`src/hw/purdt_pkg.sv`:
```
// constants and types for the power-up reset delay timer
package purdt_pkg;

  // ============================================================
  // clocking
  localparam int unsigned CLK_PERIOD_NS = 40;
  // internal rc clock period, 32 us
  localparam int unsigned RC_PERIOD_NS = 32000;
  // ref clock cycles per rc period, least time rounds up
  localparam int unsigned RC_TICK_CYC_DEF = (RC_PERIOD_NS + CLK_PERIOD_NS - 1) / CLK_PERIOD_NS;

  // ============================================================
  // counter layout
  localparam int unsigned PUD_CNT_W = 11;
  localparam logic [PUD_CNT_W-1:0] PUD_CNT_LAST = 11'h7FF;
  localparam logic [PUD_CNT_W-1:0] PUD_CNT_RST = 11'h000;
  localparam int unsigned DIV_W = 16;
  localparam logic [DIV_W-1:0] DIV_RST = 16'h0000;

  // ============================================================
  // synchroniser layout and reset values
  localparam int unsigned SYNC_W = 2;
  localparam int unsigned SYNC_POR_BIT = 1;
  localparam int unsigned SYNC_PIN_BIT = 0;
  // por asserted, pin low: the safe side until real levels arrive
  localparam logic [SYNC_W-1:0] SYNC_RST = 2'h2;

  // ============================================================
  // sequencer states
  typedef enum logic [1:0] {
    PURDT_ST_POR = 2'b00,
    PURDT_ST_COUNT = 2'b01,
    PURDT_ST_EXPIRED = 2'b10
  } purdt_state_e;

endpackage : purdt_pkg

```
`src/hw/purdt_tick_if.sv`:
```
// rc tick link between the sequencer and the rc tick generator
`timescale 1ns/1ps
interface purdt_tick_if;
  logic run;
  logic tick;

  modport gen (
    input run,
    output tick
  );

  modport use_side (
    output run,
    input tick
  );
endinterface : purdt_tick_if

```
`src/hw/purdt_rc_tick.sv`:
```
// internal rc clock period tick generator
`timescale 1ns/1ps
module purdt_rc_tick
  import purdt_pkg::*;
#(
  parameter int unsigned RC_TICK_CYC = RC_TICK_CYC_DEF
) (
  input wire logic ref_clk_i,
  input wire logic resetn_i,
  purdt_tick_if.gen tick_if
);

  logic [DIV_W-1:0] div_ff;
  logic [DIV_W-1:0] nxt_div;
  logic tick_ff;
  logic nxt_tick;

  // ============================================================
  // divider
  // cleared while idle so the first period after start is whole
  always_comb begin
    nxt_div = DIV_RST;
    nxt_tick = 1'b0;
    if (tick_if.run) begin
      if (div_ff == DIV_W'(RC_TICK_CYC - 1)) begin
        nxt_tick = 1'b1;
      end else begin
        nxt_div = div_ff + DIV_W'(1);
      end
    end
  end

  always_ff @(posedge ref_clk_i) begin
    if (!resetn_i) begin
      div_ff <= DIV_RST;
      tick_ff <= 1'b0;
    end else begin
      div_ff <= nxt_div;
      tick_ff <= nxt_tick;
    end
  end

  assign tick_if.tick = tick_ff;
endmodule : purdt_rc_tick

```
`src/hw/purdt_top.sv`:
```
// power-up reset delay timer: stretches power-on reset by 2048 rc periods
`timescale 1ns/1ps

module purdt_top
  import purdt_pkg::*;
#(
  parameter int unsigned RC_TICK_CYC = RC_TICK_CYC_DEF
) (
  input wire logic ref_clk_i,
  input wire logic resetn_i,
  input wire logic por_pulse_i,
  input wire logic external_reset_pin_n_i,
  output logic core_reset_o,
  output logic delay_active_o,
  output logic delay_expired_o,
  output logic [PUD_CNT_W-1:0] delay_count_o
);

  // ============================================================
  // declarations
  purdt_tick_if tick_if ();

  logic [SYNC_W-1:0] sync1_ff;
  logic [SYNC_W-1:0] sync2_ff;
  logic [SYNC_W-1:0] nxt_sync1;
  logic [SYNC_W-1:0] nxt_sync2;
  logic por_s;
  logic pin_high;

  purdt_state_e state_ff;
  purdt_state_e nxt_state;
  logic [PUD_CNT_W-1:0] power_up_delay_counter_ff;
  logic [PUD_CNT_W-1:0] nxt_power_up_delay_counter;
  logic core_reset_ff;
  logic nxt_core_reset;
  logic expired_ff;
  logic nxt_expired;
  logic active_ff;
  logic nxt_active;

  // ============================================================
  // state decode
  function automatic logic purdt_is_count(input purdt_state_e st);
    return st == PURDT_ST_COUNT;
  endfunction : purdt_is_count

  function automatic logic purdt_is_expired(input purdt_state_e st);
    return st == PURDT_ST_EXPIRED;
  endfunction : purdt_is_expired

  // ============================================================
  // input synchronisers
  // both levels come from outside this clock: por from analog, pin from the board
  always_comb begin
    nxt_sync1 = SYNC_W'(0);
    nxt_sync1[SYNC_POR_BIT] = por_pulse_i;
    nxt_sync1[SYNC_PIN_BIT] = external_reset_pin_n_i;
    nxt_sync2 = sync1_ff;
  end

  always_ff @(posedge ref_clk_i) begin
    if (!resetn_i) begin
      sync1_ff <= SYNC_RST;
      sync2_ff <= SYNC_RST;
    end else begin
      sync1_ff <= nxt_sync1;
      sync2_ff <= nxt_sync2;
    end
  end

  assign por_s = sync2_ff[SYNC_POR_BIT];
  assign pin_high = sync2_ff[SYNC_PIN_BIT];

  // ============================================================
  // rc period tick source
  purdt_rc_tick #(
    .RC_TICK_CYC(RC_TICK_CYC)
  ) u_rc_tick (
    .ref_clk_i(ref_clk_i),
    .resetn_i(resetn_i),
    .tick_if(tick_if.gen)
  );

  // divider held clear outside counting so each count starts on a whole period
  assign tick_if.run = purdt_is_count(state_ff) && !por_s;

  // ============================================================
  // delay sequencer
  always_comb begin
    nxt_state = state_ff;
    nxt_power_up_delay_counter = power_up_delay_counter_ff;
    case (state_ff)
      PURDT_ST_POR: begin
        nxt_power_up_delay_counter = PUD_CNT_RST;
        if (!por_s) begin
          nxt_state = PURDT_ST_COUNT;
        end
      end
      PURDT_ST_COUNT: begin
        // pin level plays no part while counting
        if (tick_if.tick) begin
          if (power_up_delay_counter_ff == PUD_CNT_LAST) begin
            nxt_state = PURDT_ST_EXPIRED;
          end else begin
            nxt_power_up_delay_counter = power_up_delay_counter_ff + PUD_CNT_W'(1);
          end
        end
      end
      PURDT_ST_EXPIRED: begin
        nxt_state = PURDT_ST_EXPIRED;
      end
      default: begin
        nxt_state = PURDT_ST_POR;
        nxt_power_up_delay_counter = PUD_CNT_RST;
      end
    endcase
    // a fresh por pulse restarts the whole sequence
    if (por_s) begin
      nxt_state = PURDT_ST_POR;
      nxt_power_up_delay_counter = PUD_CNT_RST;
    end
  end

  // release needs expiry and a high pin; expiry first means release follows the pin edge
  always_comb begin
    nxt_expired = purdt_is_expired(nxt_state);
    nxt_active = purdt_is_count(nxt_state);
    nxt_core_reset = !(purdt_is_expired(nxt_state) && pin_high);
  end

  always_ff @(posedge ref_clk_i) begin
    if (!resetn_i) begin
      state_ff <= PURDT_ST_POR;
      power_up_delay_counter_ff <= PUD_CNT_RST;
      core_reset_ff <= 1'b1;
      expired_ff <= 1'b0;
      active_ff <= 1'b0;
    end else begin
      state_ff <= nxt_state;
      power_up_delay_counter_ff <= nxt_power_up_delay_counter;
      core_reset_ff <= nxt_core_reset;
      expired_ff <= nxt_expired;
      active_ff <= nxt_active;
    end
  end

  // ============================================================
  // outputs
  assign core_reset_o = core_reset_ff;
  assign delay_expired_o = expired_ff;
  assign delay_active_o = active_ff;
  assign delay_count_o = power_up_delay_counter_ff;
endmodule : purdt_top

```
`config.mk`:
```
export PLATFORM = sky130hd
export DESIGN_NAME = purdt_top
export DESIGN_NICKNAME = d
export VERILOG_FILES = /design/src/hw/purdt_pkg.sv /design/src/hw/purdt_tick_if.sv /design/src/hw/purdt_rc_tick.sv /design/src/hw/purdt_top.sv
export SDC_FILE = /design/constraint.sdc
export NUM_CORES = 1
export LEC_CHECK = 0
export ABC_AREA = 1
export BUFFER_PORTS_ARGS = -buffer_cell sky130_fd_sc_hd__buf_2
export CELL_PAD_IN_SITES_DETAIL_PLACEMENT = 1
export CELL_PAD_IN_SITES_GLOBAL_PLACEMENT = 2
export CORE_AREA = 2 2 83 69
export DETAILED_ROUTE_END_ITERATION = 8
export DIE_AREA = 0 0 85 71
export PLACE_DENSITY = 0.81
export SYNTH_ARGS = -nofsm -noshare
export SYNTH_HDL_FRONTEND = slang
export SYNTH_SLANG_ARGS = --single-unit
export TNS_END_PERCENT = 100
```
`constraint.sdc`:
```
create_clock -name ref_clk_i -period 2.2 [get_ports ref_clk_i]
set_clock_uncertainty 0.1 [all_clocks]
set_input_delay 0.22 -clock ref_clk_i [delete_from_list [all_inputs] [get_ports ref_clk_i]]
set_output_delay 0.22 -clock ref_clk_i [all_outputs]
set_load 0.05 [all_outputs]
```
# After elaboration in Yosys (flattened, before gate mapping)
# Cells that the tools add are included.
# W data, S select, Z words.
dict set report word_totals {
  inputBits 4
  wordCells 39
  reg_bits 37
  out_inout_bits 14
}
dict set report op_classes {
  n_addsub 2
  bitwise 3
  muxes 8
  n_reduce_logical 9
  n_eq_ne 8
}
# cell count
set ops {}
lappend ops {{$mux W11} 2}
lappend ops {{$pmux W11 S2} 1}
lappend ops {{$add A16 B1 Y16 const B} 1}
lappend ops {{$eq A16 B10 Y1 const B} 1}
lappend ops {{$add A11 B1 Y11 const B} 1}
lappend ops {{$eq A11 B11 Y1 const B} 1}
lappend ops {{$mux W2} 3}
lappend ops {{$pmux W2 S3} 1}
lappend ops {{$eq A2 B1 Y1 const B} 2}
lappend ops {{$eq A2 B2 Y1 const B} 2}
lappend ops {{$not A1 Y1} 3}
lappend ops {{$reduce_and A3 Y1} 1}
lappend ops {{$reduce_or A3 Y1} 1}
lappend ops {{$logic_and A1 B1 Y1} 2}
lappend ops {{$logic_not A1 Y1} 2}
lappend ops {{$logic_not A2 Y1} 1}
lappend ops {{$ne A2 B1 Y1 const B} 1}
lappend ops {{$ne A2 B2 Y1 const B} 1}
lappend ops {{$reduce_and A2 Y1} 1}
lappend ops {{$reduce_or A2 Y1} 1}
lappend ops {{$mux W1} 1}

# Depth between registers and ports, before layout
# Gate-level depths: netlist of run 1.
dict set report depth {
  depth_word 8
  mapped_depth 10
}

# Modules after synthesis
# Synthesis of run 1 repeated with hierarchy kept, for this count alone.
dict set report hier_totals {
  cells_unflattened 248
  hier_area_um2 1744.2
}
# mod area_each_um2 cells_each seq_area_each_um2 instances
set by_module_without_submodules {}
lappend by_module_without_submodules {purdt_top 898.4 125 400.4 1}
lappend by_module_without_submodules {purdt_rc_tick 845.8 123 340.3 1}

# Worst setup path before layout of run 1
# No wires, ideal clock.
dict set report synth_path {
  kind {register to register}
  start {reg power_up_delay_counter_ff[0] (netlist: delay_count_o[0])}
  end {reg power_up_delay_counter_ff[4] (netlist: delay_count_o[4])}
  required_ns 2.034
  setup_ns 0.066
  n_path_buf 0
  synth_period_minus_slack_ns 1.937
  t_arrival_ns 1.771
  setup_slack_ns 0.263
  path_stages_with_launch 10
  cell_sequence {dfxtp_1 -> ha_1 -> nand2_1 -> nor2_2 -> nand3_2 -> nand2_2 -> nand2_4 -> nand2_4 -> nand2_1 -> a21oi_2}
}
dict set report synth_via {
  elab_chain_cells 4
  elab_cells_between_ends 7
  cone_classes {1 x add/sub; 2 x eq/ne; 3 x mux; 1 x reduce/logical}
}
# element line_no
set synth_lines {}
lappend synth_lines {{start: declaration} purdt_top.sv:32} ;# logic [PUD_CNT_W-1:0] power_up_delay_counter_ff;
lappend synth_lines {{start signal: assignment} purdt_top.sv:140} ;# power_up_delay_counter_ff <= nxt_power_up_delay_counter;
lappend synth_lines {{$add A11 B1 Y11} purdt_top.sv:105} ;# nxt_power_up_delay_counter = power_up_delay_counter_ff + PUD_CNT_W'(1);
lappend synth_lines {{$mux W11} purdt_top.sv:102} ;# if (power_up_delay_counter_ff == PUD_CNT_LAST) begin
lappend synth_lines {{$mux W11} purdt_top.sv:101} ;# if (tick_if.tick) begin
lappend synth_lines {{$pmux W11 S2} purdt_top.sv:92} ;# case (state_ff)
# Several ways; a longest one is shown, not always the timed one. The select of a mux whose other input is x is not followed.
# A chain may end at the register's enable or synchronous reset.

# Worst setup path after layout of run 1
# Ends and elaborated chain as after synthesis.

==> impl_metrics.toml, run 1 <==
[timing]
setup_viol = 0
period_needed_ns = 1.847
slew_viol_final = 0
rsz0062_at_grt = "no"
finalHoldViolCount = 0
fmax_mhz = 541.3
tightest_slew_ns = 0.5573
setup_tns_ns = 0
fin_crit_sh = 0.8397
timing.slew.headroom = 0.6285

[cts]
htreeDepth = 2
cts_sinks = 37
cts_buffers = 5
clockBufferDepth = 2
clkLatencyLatePin_ns = 0.29
path_clk_slew_ns = 0.08
cts_tree = "done"
cts-root-buf = "clkbuf_8"

[min_path]
hold_path.class = "input port to flip-flop"

[synth]
ys_types = 29
yosysSeqAreaShare = 0.4205
synth_area_um2 = 1762
synthCells = 240
syn_nets = 246
synth_top_area_cell = "dfxtp_1"
synth_edf_count = 0
ys_warn_count = 0
synthFlopType = "dfxtp_1"
synth.most_common_cell = "nand2_1"
synth.area.top_cells = "dfxtp_1 42%, nand2_1 11%, nor2_1 6.4%"
synthArstFlopShare = 0
ys_ff_latch = 37
avgSynthCellArea_um2 = 7.340
yosys-top-cells-count = "53 x nand2_1, 37 x dfxtp_1, 30 x nor2_1"
yosysTopAreaCellShare = 0.4205

[routing]
wire_per_inst_um = 12.48
firstDrtPassIters = 4
vias = 1567
viasPerCell = 4.748
drtIter0Drc = 70
antenna_left = 0
wl_um = 4120
drc = 0

[worst_setup_path]
crit_chain = "ha_1 -> nand2_1 -> nor2_2 -> nand3_2 -> nand2_2 -> a21oi_1 -> nand2_1 -> a21oi_2"
crit_slowest_cell = "a21oi_1"
r2r_slack_ns = 0.35
crit_start = "delay_count_o[0]"
r2r-end = "delay_count_o[4]"
worstPathRequired_ns = 2.33
cp-end-kind = "flip-flop"
crit_arrival_ns = 1.98
worst-path-buf-inv = 0
critPathKind = "flip-flop to flip-flop"
crit_fanout = 6
critPathTopFamily = "compound AO/OA/AOI/OAI gates"
rr_startpoint = "delay_count_o[0]"
cpPeakStageDelay_ns = 0.46
cp_common_cell = "nand2_1"
reg2reg_depth = 8
cp-start-kind = "flip-flop"
cp-endpoint = "delay_count_o[4]"
path_depth = 8

[global_route]
grt_max_degree = 14
grt_overflow = 0
grt_pass1_wl_um = 7293
grt_antenna_before_repair = 0
grt_pass1_vias = 1515
grt_usage = 0.1519

[place]
port-buffer-count = 17
hpwl_um = 3138
gp_congestion = 0.7768

[floorplanning]
die-area_um2 = 6035
die_w_um = 85
core_area_um2 = 5255
ioPinCount = 18
fp.dieH_um = 71
initial_core_util = 0.3352
rows = 24

[power]
power_density_nw_per_um2 = 586.8
p_seq_frac = 0.567
leakagePower_uw = 0.0007001
swShare = 0.2379
p_clk_frac = 0.413
irDropWorstVdd_v = 0.0002953
power_frac_comb = 0.021
power.internal_uw = 907.7
p_switching_uw = 283.3

[layout]
fin_nets = 270
diodes = 0
final_util = 0.3862
final_layout_size_suffix_gt1_frac = 0.2113
syn2layout_area_growth_pct = 15.20

[flow_run]
drv_cap = 0

[outcome]
status = "complete, no violations"
## metal layers
layer	vias up	share of wire	track usage
met5	-	0	0
met3	7	0.025	0.03501
li1	828	-	-
met4	0	0.016	0.05291
met1	714	0.56	0.2289
met2	18	0.40	0.2109
## sequential cells by signal (all words and copies together), names as in the netlist
signal,cells
u_rc_tick.div_ff,16
delay_count_o,11
nxt_sync2,2
state_ff,2
sync2_ff,2
core_reset_o,1
delay_active_o,1
delay_expired_o,1
u_rc_tick.tick_if.tick,1
## kinds of logic after synthesis
logic type               count (synthesis)  share of synthesized area
adder cells (fa/ha/maj)                  2                    0.01420
buffers and inverters                   33                    0.07528
AO/OA/AOI/OAI                           25                    0.08665
XOR/XNOR                                 5                    0.02486
flip-flops                              37                     0.4205
AND/OR/NAND/NOR                        138                     0.3785
## tightest hold or removal path, stage by stage
cell and delay [ns]:
buf_2 0.10, nand2_1 0.05, inv_1 0.04
## cell type report
cell class	instances	area [um2]
Timing Repair Buffer	21	120.1
Clock inverter	3	21.27
Sequential cell	37	740.7
Multi-Input combinational cell	170	888.4
Inverter	29	108.9
Tap cell	65	81.33
Fill cell	677	3226
Clock buffer	5	68.82
## repair_timing
| action | in CTS | in global routing |
|---|---|---|
| resized for setup | 0 | 0 |
| endpoints found under the hold margin | 2 | 0 |
| hold buffers | 2 | 0 |
| setup buffers | 0 | 0 |
## power groups by stage
stage / registers [uW] / logic (uW) / clock network [uW]
after floorplan: 692 / 12.1 / 0
after global placement: 691 / 21.4 / 0
after detailed placement: 691 / 21.7 / 0
after CTS: 675 / 24.5 / 512
after global routing: 676 / 27.6 / 541
final: 675 / 24.4 / 492
## metrics by stage
stage	cells	power, uW	hold slack [ns]	instance area, um2	setup slack (ns)
2_1_floorplan	240	704.3	0.2135	1762	0.2625
3_3_place_gp	320	712.4	0.2545	1919	0.4615
3_5_place_dp	320	712.8	0.2579	1919	0.3967
4_1_cts	330	1211	0.02981	2029	0.3661
5_1_grt	330	1245	0.05092	2029	0.1867
6_report	330	1191	0.03592	2029	0.3526
## how the worst min path moves through the flow
stage               depth (start not counted)   startpoint  slack (ns)           end
global route                                3     resetn_i        0.05  nxt_sync2[0]
finish                                      3     resetn_i        0.04   sync2_ff[0]
detailed placement                          1  sync2_ff[0]        0.26  core_reset_o
global placement                            1  sync2_ff[0]        0.25  core_reset_o
CTS                                         3     resetn_i        0.03  nxt_sync2[0]
floorplan                                   2     resetn_i        0.21  nxt_sync2[0]
## cells in the final DEF, fill, tap and decap left out, types with 3 or more instances in the layout
master,instances
a21oi_1,14
a21oi_2,6
buf_2,17
clkbuf_8,5
dfxtp_1,37
inv_1,24
inv_2,5
nand2_1,53
nand2_2,4
nand3_1,15
nand4_1,7
nor2_1,30
nor2_2,5
nor2_4,3
nor3_1,6
nor3b_1,3
nor4_1,4
xnor2_1,3
(Power assumes the default switching activity.)
==> inputs of run 2 (changes only) <==
--- a/config.mk
+++ b/config.mk
@@ -9,10 +9,10 @@
 export BUFFER_PORTS_ARGS = -buffer_cell sky130_fd_sc_hd__buf_2
 export CELL_PAD_IN_SITES_DETAIL_PLACEMENT = 1
 export CELL_PAD_IN_SITES_GLOBAL_PLACEMENT = 2
-export CORE_AREA = 2 2 83 69
+export CORE_AREA = 2 2 85 71
 export DETAILED_ROUTE_END_ITERATION = 8
-export DIE_AREA = 0 0 85 71
-export PLACE_DENSITY = 0.81
+export DIE_AREA = 0 0 87 73
+export PLACE_DENSITY = 0.77
 export SYNTH_ARGS = -nofsm -noshare
 export SYNTH_HDL_FRONTEND = slang
 export SYNTH_SLANG_ARGS = --single-unit
==> constraint.sdc (replaced) <==
create_clock -name ref_clk_i -period 1.85 [get_ports ref_clk_i]
set_clock_uncertainty 0.1 [all_clocks]
set_input_delay 0.185 -clock ref_clk_i [delete_from_list [all_inputs] [get_ports ref_clk_i]]
set_output_delay 0.185 -clock ref_clk_i [all_outputs]
set_load 0.05 [all_outputs]
==> impl_metrics.toml, run 2 (synthesized netlist as in run 1, its figures left out) <==
[layout]
largest_register_ffs = 16
ff_latch_area_um2 = 743.2
num-fill-cells = 701
multiInputGateArea_um2 = 894.6
fin_cells = 333
fin_area_um2 = 2069
final_cell_mix = "53 x nand2_1, 35 x dfxtp_1, 30 x nor2_1, 24 x inv_1, 17 x buf_2"
diodes = 0
regMostFlops = "u_rc_tick.div_ff"
final_layout_size_suffix_gt1_frac = 0.2293
syn2layout_area_growth_pct = 17.47
fin_nets = 272
layout_commonest_cell = "nand2_1"

[cts]
htreeDepth = 2
cts_setup_buffers = 0
cts_sinks = 37
cts_buffers = 5
clkLatencyLatePin_ns = 0.28
path_clk_slew_ns = 0.08
clockBufferDepth = 2
cts_tree = "done"
cts-root-buf = "clkbuf_8"

[timing]
fmax_mhz = 592.9
tightest_slew_ns = 0.3706
fin_crit_sh = 0.9116
timing.slew.headroom = 0.7507
period_needed_ns = 1.686
rsz0062_at_grt = "no"
finalHoldViolCount = 0
setup_tns_ns = 0
setup_viol = 0
slew_viol_final = 0

[routing]
wire_per_inst_um = 12.24
viasPerCell = 4.667
vias = 1554
drtIter0Drc = 86
firstDrtPassIters = 4
wl_um = 4077
antenna_left = 0
drc = 0

[min_path]
hold_path.class = "input port to flip-flop"

[worst_setup_path]
crit_fanout = 8
cp-end-kind = "flip-flop"
worstPathRequired_ns = 1.97
cp-start-kind = "flip-flop"
critPathKind = "flip-flop to flip-flop"
crit_arrival_ns = 1.80

[global_route]
grt_max_degree = 14
grt_pass1_vias = 1467
grt_pass1_wl_um = 7189
grt_overflow = 0
grt_antenna_before_repair = 0
grt_usage = 0.1439

[floorplanning]
core_area_um2 = 5599
rows = 25
die_w_um = 87
initial_core_util = 0.3146
ioPinCount = 18
die-area_um2 = 6351
fp.dieH_um = 73

[place]
dp_cells = 324
port-buffer-count = 17
gp_congestion = 0.7303
place_area_um2 = 1939
hpwl_um = 3060

[power]
leakagePower_uw = 0.0007167
irDropWorstVdd_v = 0.0003395
power_density_nw_per_um2 = 726.7

[flow_run]
drv_cap = 0

[outcome]
status = "complete, no violations"
[run 2: cell type report]
type | count | share of cell area
flip-flops and latches | 37 | 0.3591
multi-input cells | 170 | 0.4323
well taps | 67 | 0.04051
inverters | 29 | 0.05260
clock buffers | 5 | 0.03325
clock inverters | 2 | 0.01693
repair buffers | 23 | 0.06530
[run 2: per-layer routing]
| layer | part of all wire | vias to the layer above | GRT usage | wire (um) |
|---|---|---|---|---|
| met5 | 0 | - | 0 | 0 |
| met4 | 0.0088 | 0 | 0.04167 | 36 |
| met3 | 0.018 | 4 | 0.03507 | 74 |
| met2 | 0.41 | 13 | 0.1925 | 1690 |
| met1 | 0.56 | 710 | 0.2233 | 2275 |
| li1 | - | 827 | - | - |
[run 2: power breakdown]
group / switching [uW] / internal [uW]
registers: 2.04 / 801
logic: 17.6 / 11.5
clock network: 280 / 392
[run 2: worst max-delay path, stage by stage, from the launching register on]
cell and delay (ns):
dfxtp_2 0.37, ha_2 0.22, nand2_1 0.08, nor2_2 0.17
nand3_2 0.12, nand2_2 0.12, nand2_4 0.09, nand2_4 0.12
nand2_1 0.08, a21oi_2 0.13
[run 2: what timing repair did]
item / 4_1_cts / 5_1_grt
hold buffers: 2 / 0
resized for setup: 1 / 1
endpoints found under the hold margin: 2 / 0
endpoints found under the setup margin: 2 / 4
[run 2: path summary, 6_finish.rpt]
check	start	slack, ns	cells past startpoint	endpoint
worst min-delay path	resetn_i	0.01	3	nxt_sync2[0]
worst max-delay path	delay_count_o[0]	0.16	9	delay_count_o[8]
worst min register to register	sync2_ff[0]	0.28	1	core_reset_o
worst max register to register	delay_count_o[0]	0.16	9	delay_count_o[8]
[run 2: per-stage QoR]
stage,utilization,total power [uW],setup slack [ns],hold WS [ns]
2_1_floorplan,-,837.5,0.1154,0.1785
3_3_place_gp,0.3464,847.3,0.08312,0.2547
3_5_place_dp,0.3464,847.7,0.008547,0.2630
4_1_cts,0.3692,1533,0.1331,0.001799
5_1_grt,0.3696,1579,0.002575,0.01822
6_report,0.3696,1504,0.1635,0.009992
==> inputs of run 3 (changes only) <==
--- a/config.mk
+++ b/config.mk
@@ -9,10 +9,11 @@
 export BUFFER_PORTS_ARGS = -buffer_cell sky130_fd_sc_hd__buf_2
 export CELL_PAD_IN_SITES_DETAIL_PLACEMENT = 1
 export CELL_PAD_IN_SITES_GLOBAL_PLACEMENT = 2
-export CORE_AREA = 2 2 85 71
+export CORE_AREA = 2 2 83 69
 export DETAILED_ROUTE_END_ITERATION = 8
-export DIE_AREA = 0 0 87 73
-export PLACE_DENSITY = 0.77
+export DIE_AREA = 0 0 85 71
+export HOLD_SLACK_MARGIN = 0.02
+export PLACE_DENSITY = 0.81
 export SYNTH_ARGS = -nofsm -noshare
 export SYNTH_HDL_FRONTEND = slang
 export SYNTH_SLANG_ARGS = --single-unit
==> constraint.sdc (replaced) <==
create_clock -name ref_clk_i -period 2.03 [get_ports ref_clk_i]
set_clock_uncertainty 0.1 [all_clocks]
set_input_delay 0.203 -clock ref_clk_i [delete_from_list [all_inputs] [get_ports ref_clk_i]]
set_output_delay 0.203 -clock ref_clk_i [all_outputs]
set_load 0.05 [all_outputs]
==> impl_metrics.toml, run 3 (synthesized netlist as in run 1, its figures left out) <==
[power]
power_uw = 1281
irDropWorstVdd_v = 0.0003765
leakagePower_uw = 0.0007192
power_density_nw_per_um2 = 616.6

[worst_setup_path]
cp-start-kind = "flip-flop"
rr_startpoint = "delay_count_o[0]"
cp-end-kind = "flip-flop"
crit_fanout = 6
critPathTopFamily = "simple AND/OR/NAND/NOR gates"
cp-endpoint = "delay_count_o[4]"
crit_start = "delay_count_o[0]"
path_depth = 9
worstPathRequired_ns = 2.12
worst-path-buf-inv = 1
r2r_slack_ns = 0.33
cp_common_cell = "nand2_1"
crit_chain = "ha_1 -> nand2_1 -> nor2_2 -> nand3_2 -> nand2_2 -> a21oi_1 -> buf_4 -> nand2_1 -> a21oi_2"
critPathKind = "flip-flop to flip-flop"
cpPeakStageDelay_ns = 0.39
crit_arrival_ns = 1.79
r2r-end = "delay_count_o[4]"
reg2reg_depth = 9
crit_slowest_cell = "dfxtp_1"

[timing]
slew_viol_final = 0
timing.slew.headroom = 0.7776
rsz0062_at_grt = "no"
fin_crit_sh = 0.8353
fmax_mhz = 589.8
setup_viol = 0
period_needed_ns = 1.696
holdWs_ns = 0.2769
setup_tns_ns = 0
tightest_slew_ns = 0.3306
finalHoldViolCount = 0

[layout]
final_layout_size_suffix_gt1_frac = 0.2177
regMostFlops = "u_rc_tick.div_ff"
fin_area_um2 = 2077
syn2layout_area_growth_pct = 17.90
final_cell_mix = "53 x nand2_1, 37 x dfxtp_1, 30 x nor2_1, 24 x inv_1, 17 x buf_2"
diodes = 0
layout_commonest_cell = "nand2_1"
fin_nets = 276
fin_cells = 336
largest_register_ffs = 16

[global_route]
grt_pass1_vias = 1468
grt_usage = 0.1486
grt_pass1_wl_um = 7065
grt_overflow = 0
grt_max_degree = 14
grt_antenna_before_repair = 0

[routing]
firstDrtPassIters = 4
wire_per_inst_um = 12.45
drc = 0
drtIter0Drc = 60
wl_um = 4183
vias = 1586
antenna_left = 0
viasPerCell = 4.720

[floorplanning]
die-area_um2 = 6035
die_w_um = 85
core_area_um2 = 5255
fp.dieH_um = 71
rows = 24
initial_core_util = 0.3352
ioPinCount = 18

[cts]
htreeDepth = 2
cts_setup_buffers = 0
ctsHoldBuffers = 4
clkLatencyLatePin_ns = 0.29
clockBufferDepth = 2
cts_sinks = 37
post_cts_resize_count = 0
cts_tree = "done"
cts-root-buf = "clkbuf_8"
cts_buffers = 5
path_clk_slew_ns = 0.08

[place]
dp_cells = 324
place_area_um2 = 1949
gp_congestion = 0.7734
hpwl_um = 3131
port-buffer-count = 17

[flow_run]
drv_cap = 0

[min_path]
hold_path.class = "flip-flop to flip-flop"

[outcome]
status = "complete, no violations"
[run 3: worst min path at each step]
| stage | startpoint | depth (start not counted) | end | slack (ns) |
|---|---|---|---|---|
| 4_1_cts | sync2_ff[0] | 1 | core_reset_o | 0.28 |
| 6_report | sync2_ff[0] | 1 | core_reset_o | 0.28 |
| 3_5_place_dp | sync2_ff[0] | 1 | core_reset_o | 0.27 |
| 2_1_floorplan | resetn_i | 2 | nxt_sync2[0] | 0.20 |
| 3_3_place_gp | sync2_ff[0] | 1 | core_reset_o | 0.25 |
| 5_1_grt | sync2_ff[0] | 1 | core_reset_o | 0.31 |
[run 3: final cells by class]
type	count	area (um2)
Fill cell	669	3178
Tap cell	65	81.33
Clock inverter	2	15.01
Clock buffer	6	72.57
Timing Repair Buffer	27	170.2
Inverter	29	108.9
Multi-Input combinational cell	170	888.4
Sequential cell	37	740.7
[run 3: where the power goes]
group          internal, uW  switching [uW]
Clock                   242             277
Combinational          13.4            16.6
Sequential              730            1.99
Total                   985             295
[run 3: stage by stage]
| step | setup WS (ns) | util |
|---|---|---|
| final | 0.3344 | 0.3952 |
| after global routing | 0.1911 | 0.3952 |
| after CTS | 0.3288 | 0.3952 |
| after detailed placement | 0.3487 | 0.3710 |
| after global placement | 0.4120 | 0.3710 |
| after floorplan | 0.09254 | - |
[run 3: routing by layer]
metal  global-route usage  vias up  routed length (um)
met1               0.2140      723                2240
met5                    0        -                   0
met3              0.03734        5                 145
met2               0.2127       24                1724
met4              0.05820        0                  72
li1                     -      834                   -
